`config.mk`:
```
export PLATFORM = sky130hd
export DESIGN_NAME = dcw_control_words
export DESIGN_NICKNAME = d
export VERILOG_FILES = /design/src/hw/dcw_pkg.sv /design/src/hw/dcw_control_words.sv
export VERILOG_INCLUDE_DIRS = /design/src /design/src/hw
export SDC_FILE = /design/constraint.sdc
export NUM_CORES = 1
export LEC_CHECK = 0
export ABC_AREA = 1
export BUFFER_PORTS_ARGS = -buffer_cell sky130_fd_sc_hd__buf_2
export CORE_MARGIN = 8
export CORE_UTILIZATION = 50
export DETAILED_ROUTE_END_ITERATION = 10
export PLACE_DENSITY = 0.84
export SYNTH_ARGS = -nofsm -noshare
export SYNTH_HDL_FRONTEND = slang
export SYNTH_SLANG_ARGS = --single-unit
```
`constraint.sdc`:
```
create_clock -name clk -period 1.4 [get_ports clk]
set_input_delay 0.28 -clock clk [delete_from_list [all_inputs] [get_ports clk]]
set_output_delay 0.28 -clock clk [all_outputs]
set_load 0.01 [all_outputs]
```
`src/hw/dcw_defines.svh`:
```
`ifndef DCW_DEFINES_SVH
`define DCW_DEFINES_SVH
// Word indices within the eight-word window
`define DCW_IDX_UNIT_STATUS 3'h0
`define DCW_IDX_COMMAND 3'h1
`define DCW_IDX_SECTOR 3'h2
`define DCW_IDX_CYLINDER 3'h3
`define DCW_IDX_BYTE_COUNT 3'h4
`define DCW_IDX_ADDR_LOW 3'h5
// Default word address of word zero (multiple of eight)
`define DCW_BASE_WORD 20'h7C400
// Unit status word, vector bit = 15 - documented bit
`define DCW_US_OFFLINE 15
`define DCW_US_NOT_READY 14
`define DCW_US_WRITE_PROT 13
`define DCW_US_UNSAFE 12
`define DCW_US_SEEK_INC 10
`define DCW_US_OFFSET_ACT 9
`define DCW_US_DRIVE_ATTENTION_HI 7
`define DCW_US_MASK_HI 3
// Command word
`define DCW_CW_EXT 15
`define DCW_CW_STROBE_EARLY 13
`define DCW_CW_STROBE_LATE 12
`define DCW_CW_INHIBIT 11
`define DCW_CW_CODE_HI 10
`define DCW_CW_CODE_LO 8
`define DCW_CW_OFS_EN 7
`define DCW_CW_OFS_FWD 6
`define DCW_CW_HEAD_HI 5
// Sector word
`define DCW_SW_SECTOR_HI 7
// Reset values
`define DCW_RST_WORD 16'h0000
`define DCW_RST_MASK 4'h0
// Step of count and address per two-byte word
`define DCW_WORD_BYTES 16'h0002
`endif

```
`src/hw/dcw_pkg.sv`:
```
package dcw_pkg;
  typedef logic [15:0] dcw_word_t;
  typedef logic [3:0] dcw_drives_t;
endpackage : dcw_pkg

```
`src/hw/dcw_control_words.sv`:
```
// What this block does
// - Status word: drive status, attention, masks
// - Offline when drive down, unsafe, unselected
// - Not ready when offline, seeking, unselected
// - Write-protect bit follows selected drive
// - Unsafe bit from drive or no selection
// - Status bits 4 and 7 read zero
// - Seek incomplete when carriage misses cylinder
// - Offset active after offset read
// - Attention bits map drives zero to three
// - Attention interrupt: idle, drive attention and mask enabled
// - Command bits control; head field increments
// - Extension bit widens command code
// - Early and late strobe requests
// - Transfer inhibit blocks memory writes
// - Head offset enable and direction
// - Head address binary, bit 15 LSB
// - Sectors-per-record field ignored
// - Start sector readable, updated in operation
// - Cylinder binary, seek first, updated
// - Invalid cylinder: seek incomplete, unit error
// - Even byte count, decremented, readable
// - 21-bit start address, updated in transfer
// - Missing memory gives bus time-out
// - Only attention masks host-writable in status
// - Writes while busy complete but ignored
// - Odd address and count rounded down
// - Words at selectable base, six words in an eight-word window
`timescale 1ns/100ps
`include "dcw_defines.svh"

module dcw_control_words
  import dcw_pkg::*;
#(
  parameter logic [19:0] BASE_WORD = `DCW_BASE_WORD
) (
  input wire logic clk,
  input wire logic rst_n,
  input wire logic memReq,
  input wire logic memWrite,
  input wire logic [19:0] memAddr,
  input wire dcw_word_t memWdata,
  output dcw_word_t memRdata,
  output logic memAck,
  input wire logic ctrlBusy,
  input wire logic [3:0] extStatus,
  input wire dcw_drives_t unitSelect,
  input wire dcw_drives_t drvPowerOk,
  input wire dcw_drives_t drvSpeedOk,
  input wire dcw_drives_t drvMediaLoaded,
  input wire dcw_drives_t drvUnsafe,
  input wire dcw_drives_t drvSeeking,
  input wire dcw_drives_t drvWriteProt,
  input wire dcw_drives_t drvSeekError,
  input wire dcw_drives_t drvAttention,
  input wire logic cmdStart,
  input wire logic offsetReadDone,
  input wire logic cylinderInvalid,
  input wire logic memNoResponse,
  input wire logic headStep,
  input wire logic sectorStep,
  input wire logic cylinderStep,
  input wire logic countStep,
  input wire logic addrStep,
  output logic attentionIrq,
  output logic commandExtension,
  output logic [2:0] commandCode,
  output logic strobeEarly,
  output logic strobeLate,
  output logic memoryWriteAllow,
  output logic headOffsetEnable,
  output logic offsetForward,
  output logic [5:0] headAddress,
  output logic [7:0] startSector,
  output dcw_word_t startCylinder,
  output dcw_word_t transferByteCount,
  output dcw_word_t startMemoryAddressLow,
  output logic addrCarry,
  output logic unitErrorSet,
  output logic opTerminate,
  output logic busTimeoutError
);

  // Drive cable lines: two-stage synchroniser
  logic [31:0] drvMeta;
  logic [31:0] drvSync;
  dcw_drives_t syPower;
  dcw_drives_t sySpeed;
  dcw_drives_t syMedia;
  dcw_drives_t syUnsafe;
  dcw_drives_t sySeeking;
  dcw_drives_t syProt;
  dcw_drives_t sySeekErr;
  dcw_drives_t syAttn;

  dcw_word_t unitStatus;
  dcw_drives_t attnMask;
  dcw_word_t commandWord;
  logic [7:0] sectorsPerRecord;
  logic seekIncompleteFlag;
  logic offsetActiveFlag;

  logic hit;
  logic [2:0] wordIdx;
  logic hostWr;

  // True when any selected drive shows the line
  function automatic logic selLine(input dcw_drives_t lines,
                                   input dcw_drives_t sel);
    selLine = |(lines & sel);
  endfunction : selLine

  // True when an idle host write targets the given word
  function automatic logic wrWord(input logic [2:0] idx);
    wrWord = hostWr && (wordIdx == idx);
  endfunction : wrWord

  always_ff @(posedge clk or negedge rst_n) begin
    if (!rst_n) begin
      drvMeta <= 32'h00000000;
      drvSync <= 32'h00000000;
    end else begin
      drvMeta <= {drvPowerOk, drvSpeedOk, drvMediaLoaded, drvUnsafe,
                  drvSeeking, drvWriteProt, drvSeekError, drvAttention};
      drvSync <= drvMeta;
    end
  end

  assign {syPower, sySpeed, syMedia, syUnsafe,
          sySeeking, syProt, sySeekErr, syAttn} = drvSync;

  // Base decode over the first six words of the eight-word window
  assign hit = memReq && (memAddr[19:3] == BASE_WORD[19:3]) &&
               (memAddr[2:0] <= `DCW_IDX_ADDR_LOW);
  assign wordIdx = memAddr[2:0];
  // A busy controller acknowledges but never stores
  assign hostWr = hit && memWrite && !ctrlBusy;

  // Live status, rebuilt every cycle
  always_ff @(posedge clk or negedge rst_n) begin
    if (!rst_n) begin
      unitStatus <= `DCW_RST_WORD;
    end else begin
      logic noSel;
      logic offl;
      noSel = (unitSelect == `DCW_RST_MASK);
      offl = noSel || selLine(syUnsafe, unitSelect) ||
             !selLine(syPower & sySpeed & syMedia, unitSelect);
      unitStatus <= `DCW_RST_WORD;
      unitStatus[`DCW_US_OFFLINE] <= offl;
      unitStatus[`DCW_US_NOT_READY] <= offl || noSel ||
        selLine(sySeeking, unitSelect);
      unitStatus[`DCW_US_WRITE_PROT] <= selLine(syProt, unitSelect);
      unitStatus[`DCW_US_UNSAFE] <= noSel ||
        selLine(syUnsafe, unitSelect);
      unitStatus[`DCW_US_SEEK_INC] <= seekIncompleteFlag ||
        selLine(sySeekErr, unitSelect);
      unitStatus[`DCW_US_OFFSET_ACT] <= offsetActiveFlag;
      for (int i = 0; i < 4; i++) begin
        unitStatus[`DCW_US_DRIVE_ATTENTION_HI - i] <= syAttn[i];
        unitStatus[`DCW_US_MASK_HI - i] <= attnMask[i];
      end
    end
  end

  // Attention masks are the only host-writable status bits
  always_ff @(posedge clk or negedge rst_n) begin
    if (!rst_n) begin
      attnMask <= `DCW_RST_MASK;
    end else if (wrWord(`DCW_IDX_UNIT_STATUS)) begin
      for (int i = 0; i < 4; i++) begin
        attnMask[i] <= memWdata[`DCW_US_MASK_HI - i];
      end
    end
  end

  // Sticky seek flag; a new command clears, an event wins
  always_ff @(posedge clk or negedge rst_n) begin
    if (!rst_n) begin
      seekIncompleteFlag <= 1'b0;
    end else if (cylinderInvalid) begin
      seekIncompleteFlag <= 1'b1;
    end else if (cmdStart) begin
      seekIncompleteFlag <= 1'b0;
    end
  end

  // Sticky offset flag; an event in the clearing cycle is not lost
  always_ff @(posedge clk or negedge rst_n) begin
    if (!rst_n) begin
      offsetActiveFlag <= 1'b0;
    end else if (offsetReadDone) begin
      offsetActiveFlag <= 1'b1;
    end else if (cmdStart) begin
      offsetActiveFlag <= 1'b0;
    end
  end

  // Unit error report; the word-7 logic keeps the sticky copy
  always_ff @(posedge clk or negedge rst_n) begin
    if (!rst_n) begin
      unitErrorSet <= 1'b0;
    end else begin
      unitErrorSet <= cylinderInvalid;
    end
  end

  // Either failure ends the running operation
  always_ff @(posedge clk or negedge rst_n) begin
    if (!rst_n) begin
      opTerminate <= 1'b0;
    end else begin
      opTerminate <= cylinderInvalid || memNoResponse;
    end
  end

  // Bus time-out report
  always_ff @(posedge clk or negedge rst_n) begin
    if (!rst_n) begin
      busTimeoutError <= 1'b0;
    end else begin
      busTimeoutError <= memNoResponse;
    end
  end

  // Attention interrupt only while idle
  always_ff @(posedge clk or negedge rst_n) begin
    if (!rst_n) begin
      attentionIrq <= 1'b0;
    end else begin
      attentionIrq <= !ctrlBusy && |(syAttn & attnMask);
    end
  end

  // Command word; head field advances during the operation
  always_ff @(posedge clk or negedge rst_n) begin
    if (!rst_n) begin
      commandWord <= `DCW_RST_WORD;
    end else if (wrWord(`DCW_IDX_COMMAND)) begin
      commandWord <= memWdata;
    end else if (headStep) begin
      commandWord[`DCW_CW_HEAD_HI:0] <=
        commandWord[`DCW_CW_HEAD_HI:0] + 6'h01;
    end
  end

  // Command fields drive the engine and drive cable through one register stage
  always_ff @(posedge clk or negedge rst_n) begin
    if (!rst_n) begin
      commandExtension <= 1'b0;
      commandCode <= 3'h0;
      strobeEarly <= 1'b0;
      strobeLate <= 1'b0;
      memoryWriteAllow <= 1'b1;
    end else begin
      commandExtension <= commandWord[`DCW_CW_EXT];
      commandCode <=
        commandWord[`DCW_CW_CODE_HI:`DCW_CW_CODE_LO];
      strobeEarly <= commandWord[`DCW_CW_STROBE_EARLY];
      strobeLate <= commandWord[`DCW_CW_STROBE_LATE];
      memoryWriteAllow <= !commandWord[`DCW_CW_INHIBIT];
    end
  end

  // Head positioning fields for the drive cable
  always_ff @(posedge clk or negedge rst_n) begin
    if (!rst_n) begin
      headOffsetEnable <= 1'b0;
      offsetForward <= 1'b0;
      headAddress <= 6'h00;
    end else begin
      headOffsetEnable <= commandWord[`DCW_CW_OFS_EN];
      // Direction is meaningless with offset off, so hold backward
      offsetForward <= commandWord[`DCW_CW_OFS_EN] &&
                       commandWord[`DCW_CW_OFS_FWD];
      headAddress <= commandWord[`DCW_CW_HEAD_HI:0];
    end
  end

  // Record field kept for read-back only, never used by the engine
  always_ff @(posedge clk or negedge rst_n) begin
    if (!rst_n) begin
      sectorsPerRecord <= 8'h00;
    end else if (wrWord(`DCW_IDX_SECTOR)) begin
      sectorsPerRecord <= memWdata[15:8];
    end
  end

  // Start sector
  always_ff @(posedge clk or negedge rst_n) begin
    if (!rst_n) begin
      startSector <= 8'h00;
    end else if (wrWord(`DCW_IDX_SECTOR)) begin
      startSector <= memWdata[`DCW_SW_SECTOR_HI:0];
    end else if (sectorStep) begin
      startSector <= startSector + 8'h01;
    end
  end

  // Cylinder word
  always_ff @(posedge clk or negedge rst_n) begin
    if (!rst_n) begin
      startCylinder <= `DCW_RST_WORD;
    end else if (wrWord(`DCW_IDX_CYLINDER)) begin
      startCylinder <= memWdata;
    end else if (cylinderStep) begin
      startCylinder <= startCylinder + 16'h0001;
    end
  end

  // Byte count: odd values lose the low bit; stops at zero
  always_ff @(posedge clk or negedge rst_n) begin
    if (!rst_n) begin
      transferByteCount <= `DCW_RST_WORD;
    end else if (wrWord(`DCW_IDX_BYTE_COUNT)) begin
      transferByteCount <= {memWdata[15:1], 1'b0};
    end else if (countStep && transferByteCount != `DCW_RST_WORD) begin
      transferByteCount <= transferByteCount - `DCW_WORD_BYTES;
    end
  end

  // Low address; carry tells the high word holder to advance
  always_ff @(posedge clk or negedge rst_n) begin
    if (!rst_n) begin
      startMemoryAddressLow <= `DCW_RST_WORD;
      addrCarry <= 1'b0;
    end else begin
      addrCarry <= 1'b0;
      if (wrWord(`DCW_IDX_ADDR_LOW)) begin
        startMemoryAddressLow <= {memWdata[15:1], 1'b0};
      end else if (addrStep) begin
        startMemoryAddressLow <=
          startMemoryAddressLow + `DCW_WORD_BYTES;
        addrCarry <= (startMemoryAddressLow[15:1] == 15'h7FFF);
      end
    end
  end

  // Every hit is acknowledged, busy or not, so the host never hangs
  always_ff @(posedge clk or negedge rst_n) begin
    if (!rst_n) begin
      memAck <= 1'b0;
    end else begin
      memAck <= hit;
    end
  end

  // Read path; busy reads return the four extended status bits
  always_ff @(posedge clk or negedge rst_n) begin
    if (!rst_n) begin
      memRdata <= `DCW_RST_WORD;
    end else begin
      memRdata <= `DCW_RST_WORD;
      if (hit && !memWrite) begin
        if (ctrlBusy) begin
          memRdata[15:12] <= extStatus;
        end else begin
          unique case (wordIdx)
            `DCW_IDX_UNIT_STATUS: memRdata <= unitStatus;
            `DCW_IDX_COMMAND: memRdata <= commandWord;
            `DCW_IDX_SECTOR: memRdata <= {sectorsPerRecord, startSector};
            `DCW_IDX_CYLINDER: memRdata <= startCylinder;
            `DCW_IDX_BYTE_COUNT: memRdata <= transferByteCount;
            default: memRdata <= startMemoryAddressLow;
          endcase
        end
      end
    end
  end

endmodule : dcw_control_words

```
== Yosys cells after proc, flatten, opt, wreduce, memory -nomap -nowiden ==
Cells that the tools add are included.

* Output and inout bits: 93
* Input port bits: 90
* Flip-flop bits (word level): 201

* Reduce and logical (&&, ||, !) cells: 40
* Add/subtract/negate cells: 5
* Bitwise gates (word level): 8
* Order comparisons: 1
* Equal/unequal tests: 7
* Mux-type cells: 19

{| class="wikitable"
|+ Operators by type and width
! cell !! number
|-
| $mux W16 || 7
|-
| $pmux W16 S5 || 1
|-
| $and A4 B4 Y4 || 8
|-
| $reduce_or A4 Y1 || 6
|-
| $eq A17 B16 Y1 const B || 1
|-
| $add A16 B1 Y16 const B || 1
|-
| $add A16 B2 Y16 const B || 1
|-
| $mux W8 || 2
|-
| $reduce_bool A16 Y1 || 1
|-
| $sub A16 B2 Y16 const B || 1
|-
| $eq A15 B15 Y1 const B || 1
|-
| $logic_and A1 B1 Y1 || 14
|-
| $reduce_bool A2 Y1 || 7
|-
| $mux W12 || 1
|-
| $mux W6 || 2
|-
| $add A8 B1 Y8 const B || 1
|-
| $add A6 B1 Y6 const B || 1
|-
| $eq A3 B2 Y1 const B || 2
|-
| $eq A3 B3 Y1 const B || 2
|-
| $logic_or A1 B1 Y1 || 6
|-
| $mux W1 || 5
|-
| $logic_not A1 Y1 || 4
|-
| $logic_not A4 Y1 || 1
|-
| $mux W4 || 1
|-
| other kinds (3) || 3
|}

== Longest topological paths before layout ==
* Word-level depth: 8
* Depth in mapped cells: 12
* Mapped depth without buffers: 10

== Worst setup path before layout ==
OpenSTA, ideal clock, no wires.

* Path type: reg2reg
* Start point: reg startCylinder[0]
* End point: reg startCylinder[12]
* Path buffers: 0
* Arrival: 1.426 ns
* Setup time: 0.125 ns
* Data required time: 1.275 ns
* Slack: -0.151 ns
* Stages on the path, launching flop included: 8
* Period minus slack after synthesis: 1.551 ns
* Cell sequence: dfrtp_1 -> ha_1 -> nand3_1 -> nor3_2 -> nand3_1 -> xor2_1 -> nand3_1 -> nand3_1

* Longest elaborated chain between the ends: 3

{| class="wikitable"
|+ RTL lines
! what !! line !! RTL
|-
| from (decl) || dcw_control_words.sv:75 || <nowiki>output dcw_word_t startCylinder,</nowiki>
|-
| from (signal assigned) || dcw_control_words.sv:303 || <nowiki>startCylinder <= `DCW_RST_WORD;</nowiki>
|-
| from (signal assigned) || dcw_control_words.sv:305 || <nowiki>startCylinder <= memWdata;</nowiki>
|-
| from (signal assigned) || dcw_control_words.sv:307 || <nowiki>startCylinder <= startCylinder + 16'h0001;</nowiki>
|-
| $add A16 B1 Y16 || dcw_control_words.sv:307 ||
|-
| $mux W16 || dcw_control_words.sv:306 || <nowiki>end else if (cylinderStep) begin</nowiki>
|-
| $mux W16 || dcw_control_words.sv:304 || <nowiki>end else if (wrWord(`DCW_IDX_CYLINDER)) begin</nowiki>
|}

Every way passes these cells. The select of a mux whose other input is x is not followed.
A chain may end at the register's enable or synchronous reset.

== Worst setup path in the final report ==
* Start point: reg startCylinder[1]
* End point: reg startCylinder[8]

Same word-level chain as after synthesis.

==> flow_summary_export.csv <==
group,metric,value,unit
timing,report.final.slew_viol_count,0,
cts,htree_num_levels,4,
timing,setup_ws,-0.2894,ns
cells_and_area,post_route_cells_drive_above_1_share,40.26,%
logic_synthesis,yosys_most_used_dff,"dfrtp_1",
floorplan,die-height,148.9,um
cts,cts.clk_slew.worst_paths,0.08,ns
pwr,power.internal,12.51,mW
critical_path,cp_data_required_time,1.70,ns
critical_path,crit_path_cell_trace,"ha_4 > nand3_4 > nor3_4 > buf_4 > nand3_2 > nand2_1 > nand2_1 > nand3_1 > nand3_1",
run_status,status,"finished, violations left",
global_routing,first_global_vias,8856,
timing,period_needed,1.689,ns
cts,cts_made_buffers,17,
pwr,power.net_switching,6.995,mW
logic_synthesis,yosys.cell_types.count,43,
critical_path,crit_path_max_incr_delay,0.40,ns
timing,report.final.setup_viol,46,
timing,rsz_0062_raised_after_global_routing,"true",
timing,timing.final.hold_violations,0,
routing,final_antenna_net_count,0,
placed_design,placed_area,11080,um2
cells_and_area,final_cell_area,13270,um2
critical_path,critPathKind,"flop to flop",
critical_path,crit_fanout,5,
run_status,violations,"negative setup slack",
logic_synthesis,ys_ff_latch,199,
critical_path,critPathCaptureType,"flop",
logic_synthesis,synth_enable_flop_cells,0,
logic_synthesis,synth_seq_area_share,56.44,%
global_routing,antenna_found_initial,0,
floorplan,design.portCount,183,
timing,timing.clock.skew,0.01384,ns
pwr,seqPwrFrac,36.9,%
critical_path,start_kind,"flop",
floorplan,core_area,17300,um2
cells_and_area,mostFrequentLayoutCell,"nand2_1",
placed_design,replace_congestion,0.9771,
routing,routed_wl,35500,um
cells_and_area,num-nets-final,1463,
routing,wire_per_inst,22.10,um
placed_design,total_of_buffers_placed_on_input_and_output_ports,180,
cts,tritoncts,"yes",
cells_and_area,final_cell_mix,"nand2_1, dfrtp_1, buf_2, buf_4, nand3_1",
pwr,power.density,1470,nW/um2
critical_path,critPathSlowestCell,"dfrtp_1",
timing,worst_slew_margin_rel,41.79,%
critical_path,crit_arrival,1.99,ns
routing,drt_drc_violations_left,0,
pwr,comb_power_share,37.7,%
logic_synthesis,synthCells,979,
routing,total_number_of_vias,9378,
logic_synthesis,share_of_synthesized_registers_carrying_an_async_set_or_reset,100.0,%
floorplan,num_rows,48,
timing,timing.fmax,591.9,MHz
routing,route.detailed.vias_per_inst,5.839,
routing,drt_iter0_markers,1268,
worst_hold_path,min_path_type,"input port to flop",
global_routing,grt.overflow.total,0,
job,drv.max_cap_violation_count,0,
global_routing,grt_max_degree,46,
logic_synthesis,synth-warning-count,0,
cells_and_area,insertedDiodeCount,0,
global_routing,overall_fraction_of_global_route_tracks_in_use,28.57,%
cts,clock_sink_count,199,
timing,totalNegativeSetupSlack,-3.855,ns
pwr,irDropWorstVdd,1324,uV
pwr,switching_share,35.86,%
floorplan,die_area,22160,um2
pwr,power.leakage,6.607,nW
routing,drt_pre_antenna_iters,5,
cts,clock_tree.root_cell,"clkbuf_16",
floorplan,die_w,148.9,um
critical_path,critPathBufInv,1,
cts,ctsLongestPathBuffers,2,
logic_synthesis,synth.avg_cell_area,9.015,um2
global_routing,grt_pass1_wl,48820,um
cells_and_area,area.growth.synth_to_final,50.37,%
cts,clock_insertion_delay_worst_skew,0.44,ns
placed_design,detailed_place_hpwl,21980,um
critical_path,crit_family,"simple AND/OR/NAND/NOR gates",
pwr,clockPowerShare,25.5,%
timing,tightestPinTransition,0.8641,ns
floorplan,initial_utilization,51.03,%
cells_and_area,final.fill_count,1044,
timing,min_period_over_period,120.7,%
logic_synthesis,mappedNetlistArea,8826,um2
==> power by group through the flow <==
stage               combinational, mW  clock (mW)  sequential [mW]
floorplan                        1.81           0             7.42
global placement                 4.88           0             7.03
detailed placement               4.97           0             7.07
CTS                              5.95        4.96             7.02
global route                     7.77        5.23             7.27
finish                           7.35        4.97             7.19
==> state kept, by name, indices dropped and copies added, names as in the netlist, 3 cells and up <==
signal / cells
startCylinder: 16
sectorsPerRecord: 8
commandWord: 16
headAddress: 6
drvSync: 32
unitStatus: 14
drvMeta: 32
startSector: 8
attnMask: 4
startMemoryAddressLow: 15
transferByteCount: 15
commandCode: 3
memRdata: 16
==> logic make-up (layout without fill, tap and decap cells) <==
| logic type | Yosys count | after routing | synth area share (%) |
|---|---|---|---|
| xor gates and xnor gates | 42 | 42 | 4.168 |
| adders and majority gates | 5 | 5 | 0.7088 |
| buffers and inverters | 129 | 530 | 6.351 |
| DFF | 199 | 199 | 56.44 |
| and+or+nand+nor | 516 | 516 | 26.61 |
| other | 1 | 2 | 0.04249 |
| AOI/OAI and AO/OA | 87 | 87 | 5.685 |
==> worst register-to-register path: stages (launching register included) <==
cell and delay (ns):
dfrtp_1 0.40, ha_4 0.17, nand3_4 0.09, nor3_4 0.35
buf_4 0.19, nand3_2 0.06, nand2_1 0.08, nand2_1 0.06
nand3_1 0.08, nand3_1 0.09
==> synth_stat cells, types with 2 or more instances <==
cell type / number / area, um2
nand3_4: 2 / 35.03
o211ai_1: 4 / 30.03
nor4_1: 2 / 12.51
nor2_1: 56 / 210.2
dfrtp_1: 198 / 4955
clkbuf_1: 10 / 37.54
buf_4: 5 / 37.54
inv_1: 87 / 326.6
a21oi_1: 14 / 70.07
o22ai_1: 9 / 56.30
nand2_1: 245 / 919.6
a211oi_1: 3 / 22.52
nor3_1: 16 / 80.08
o21bai_1: 2 / 15.01
nand3_1: 153 / 765.7
ha_1: 5 / 62.56
a22o_1: 2 / 17.52
a22oi_1: 2 / 15.01
buf_2: 15 / 75.07
xor2_1: 36 / 315.3
inv_2: 6 / 22.52
nor2_2: 2 / 12.51
buf_6: 3 / 33.78
a31oi_1: 5 / 31.28
nand4_1: 21 / 131.4
nand3b_1: 2 / 15.01
xnor2_1: 6 / 52.55
nand3_2: 13 / 130.1
o21ai_0: 41 / 205.2
==> final timing paths <==
kind / to / start / slack [ns] / depth (start not counted)
worst min register to register: drvSync[0] / drvMeta[0] / 0.35 / 0
worst min-delay path: offsetActiveFlag / cmdStart / 0.04 / 2
min in group asynchronous: drvMeta[2] / rst_n / 0.36 / 2
worst max register to register: startCylinder[8] / startCylinder[1] / -0.29 / 9
worst max-delay path: startCylinder[8] / startCylinder[1] / -0.29 / 9
max in group asynchronous: memoryWriteAllow / rst_n / 0.44 / 3
==> area by class of cell <==
| type | instances | area, um2 | share of cell area (%) |
|---|---|---|---|
| Timing Repair inverter | 1 | 11.26 | 0.08485 |
| Clock inverter | 15 | 185.2 | 1.395 |
| Inverter | 94 | 399.1 | 3.007 |
| Timing Repair Buffer | 403 | 3089 | 23.28 |
| Multi-Input combinational cell | 652 | 3884 | 29.26 |
| Tap cell | 225 | 281.5 | 2.121 |
| Clock buffer | 17 | 425.4 | 3.205 |
| Sequential cell | 199 | 4996 | 37.64 |
==> metrics by stage <==
stage	worst slack [ns]	util (%)	hold WS, ns	total power, mW	cells
CTS	-0.1052	72.02	0.02603	17.93	1580
floorplan	-0.06723	-	-0.01559	9.222	980
global route	-0.3519	76.73	0.04851	20.27	1606
global placement	-0.3861	64.08	0.2569	11.91	1496
finish	-0.2894	76.73	0.03807	19.51	1606
detailed placement	-0.4551	64.08	0.2586	12.04	1496
==> per-layer routing <==
| layer | track usage (%) | share of wire [%] |
|---|---|---|
| met5 | 0 | 0 |
| met2 | 46.36 | 47 |
| met1 | 33.89 | 35 |
| met3 | 8.283 | 12 |
| met4 | 15.30 | 6.6 |
==> timing repair <==
action	in CTS	in global routing
pin swaps	6	62
cloned	0	1
hold buffers	35	0
gates resized for setup	82	155
setup endpoints to repair	55	120
setup buffers	20	26
endpoints found under the hold margin	71	0
No activity file was read; power rests on OpenSTA's default activity.
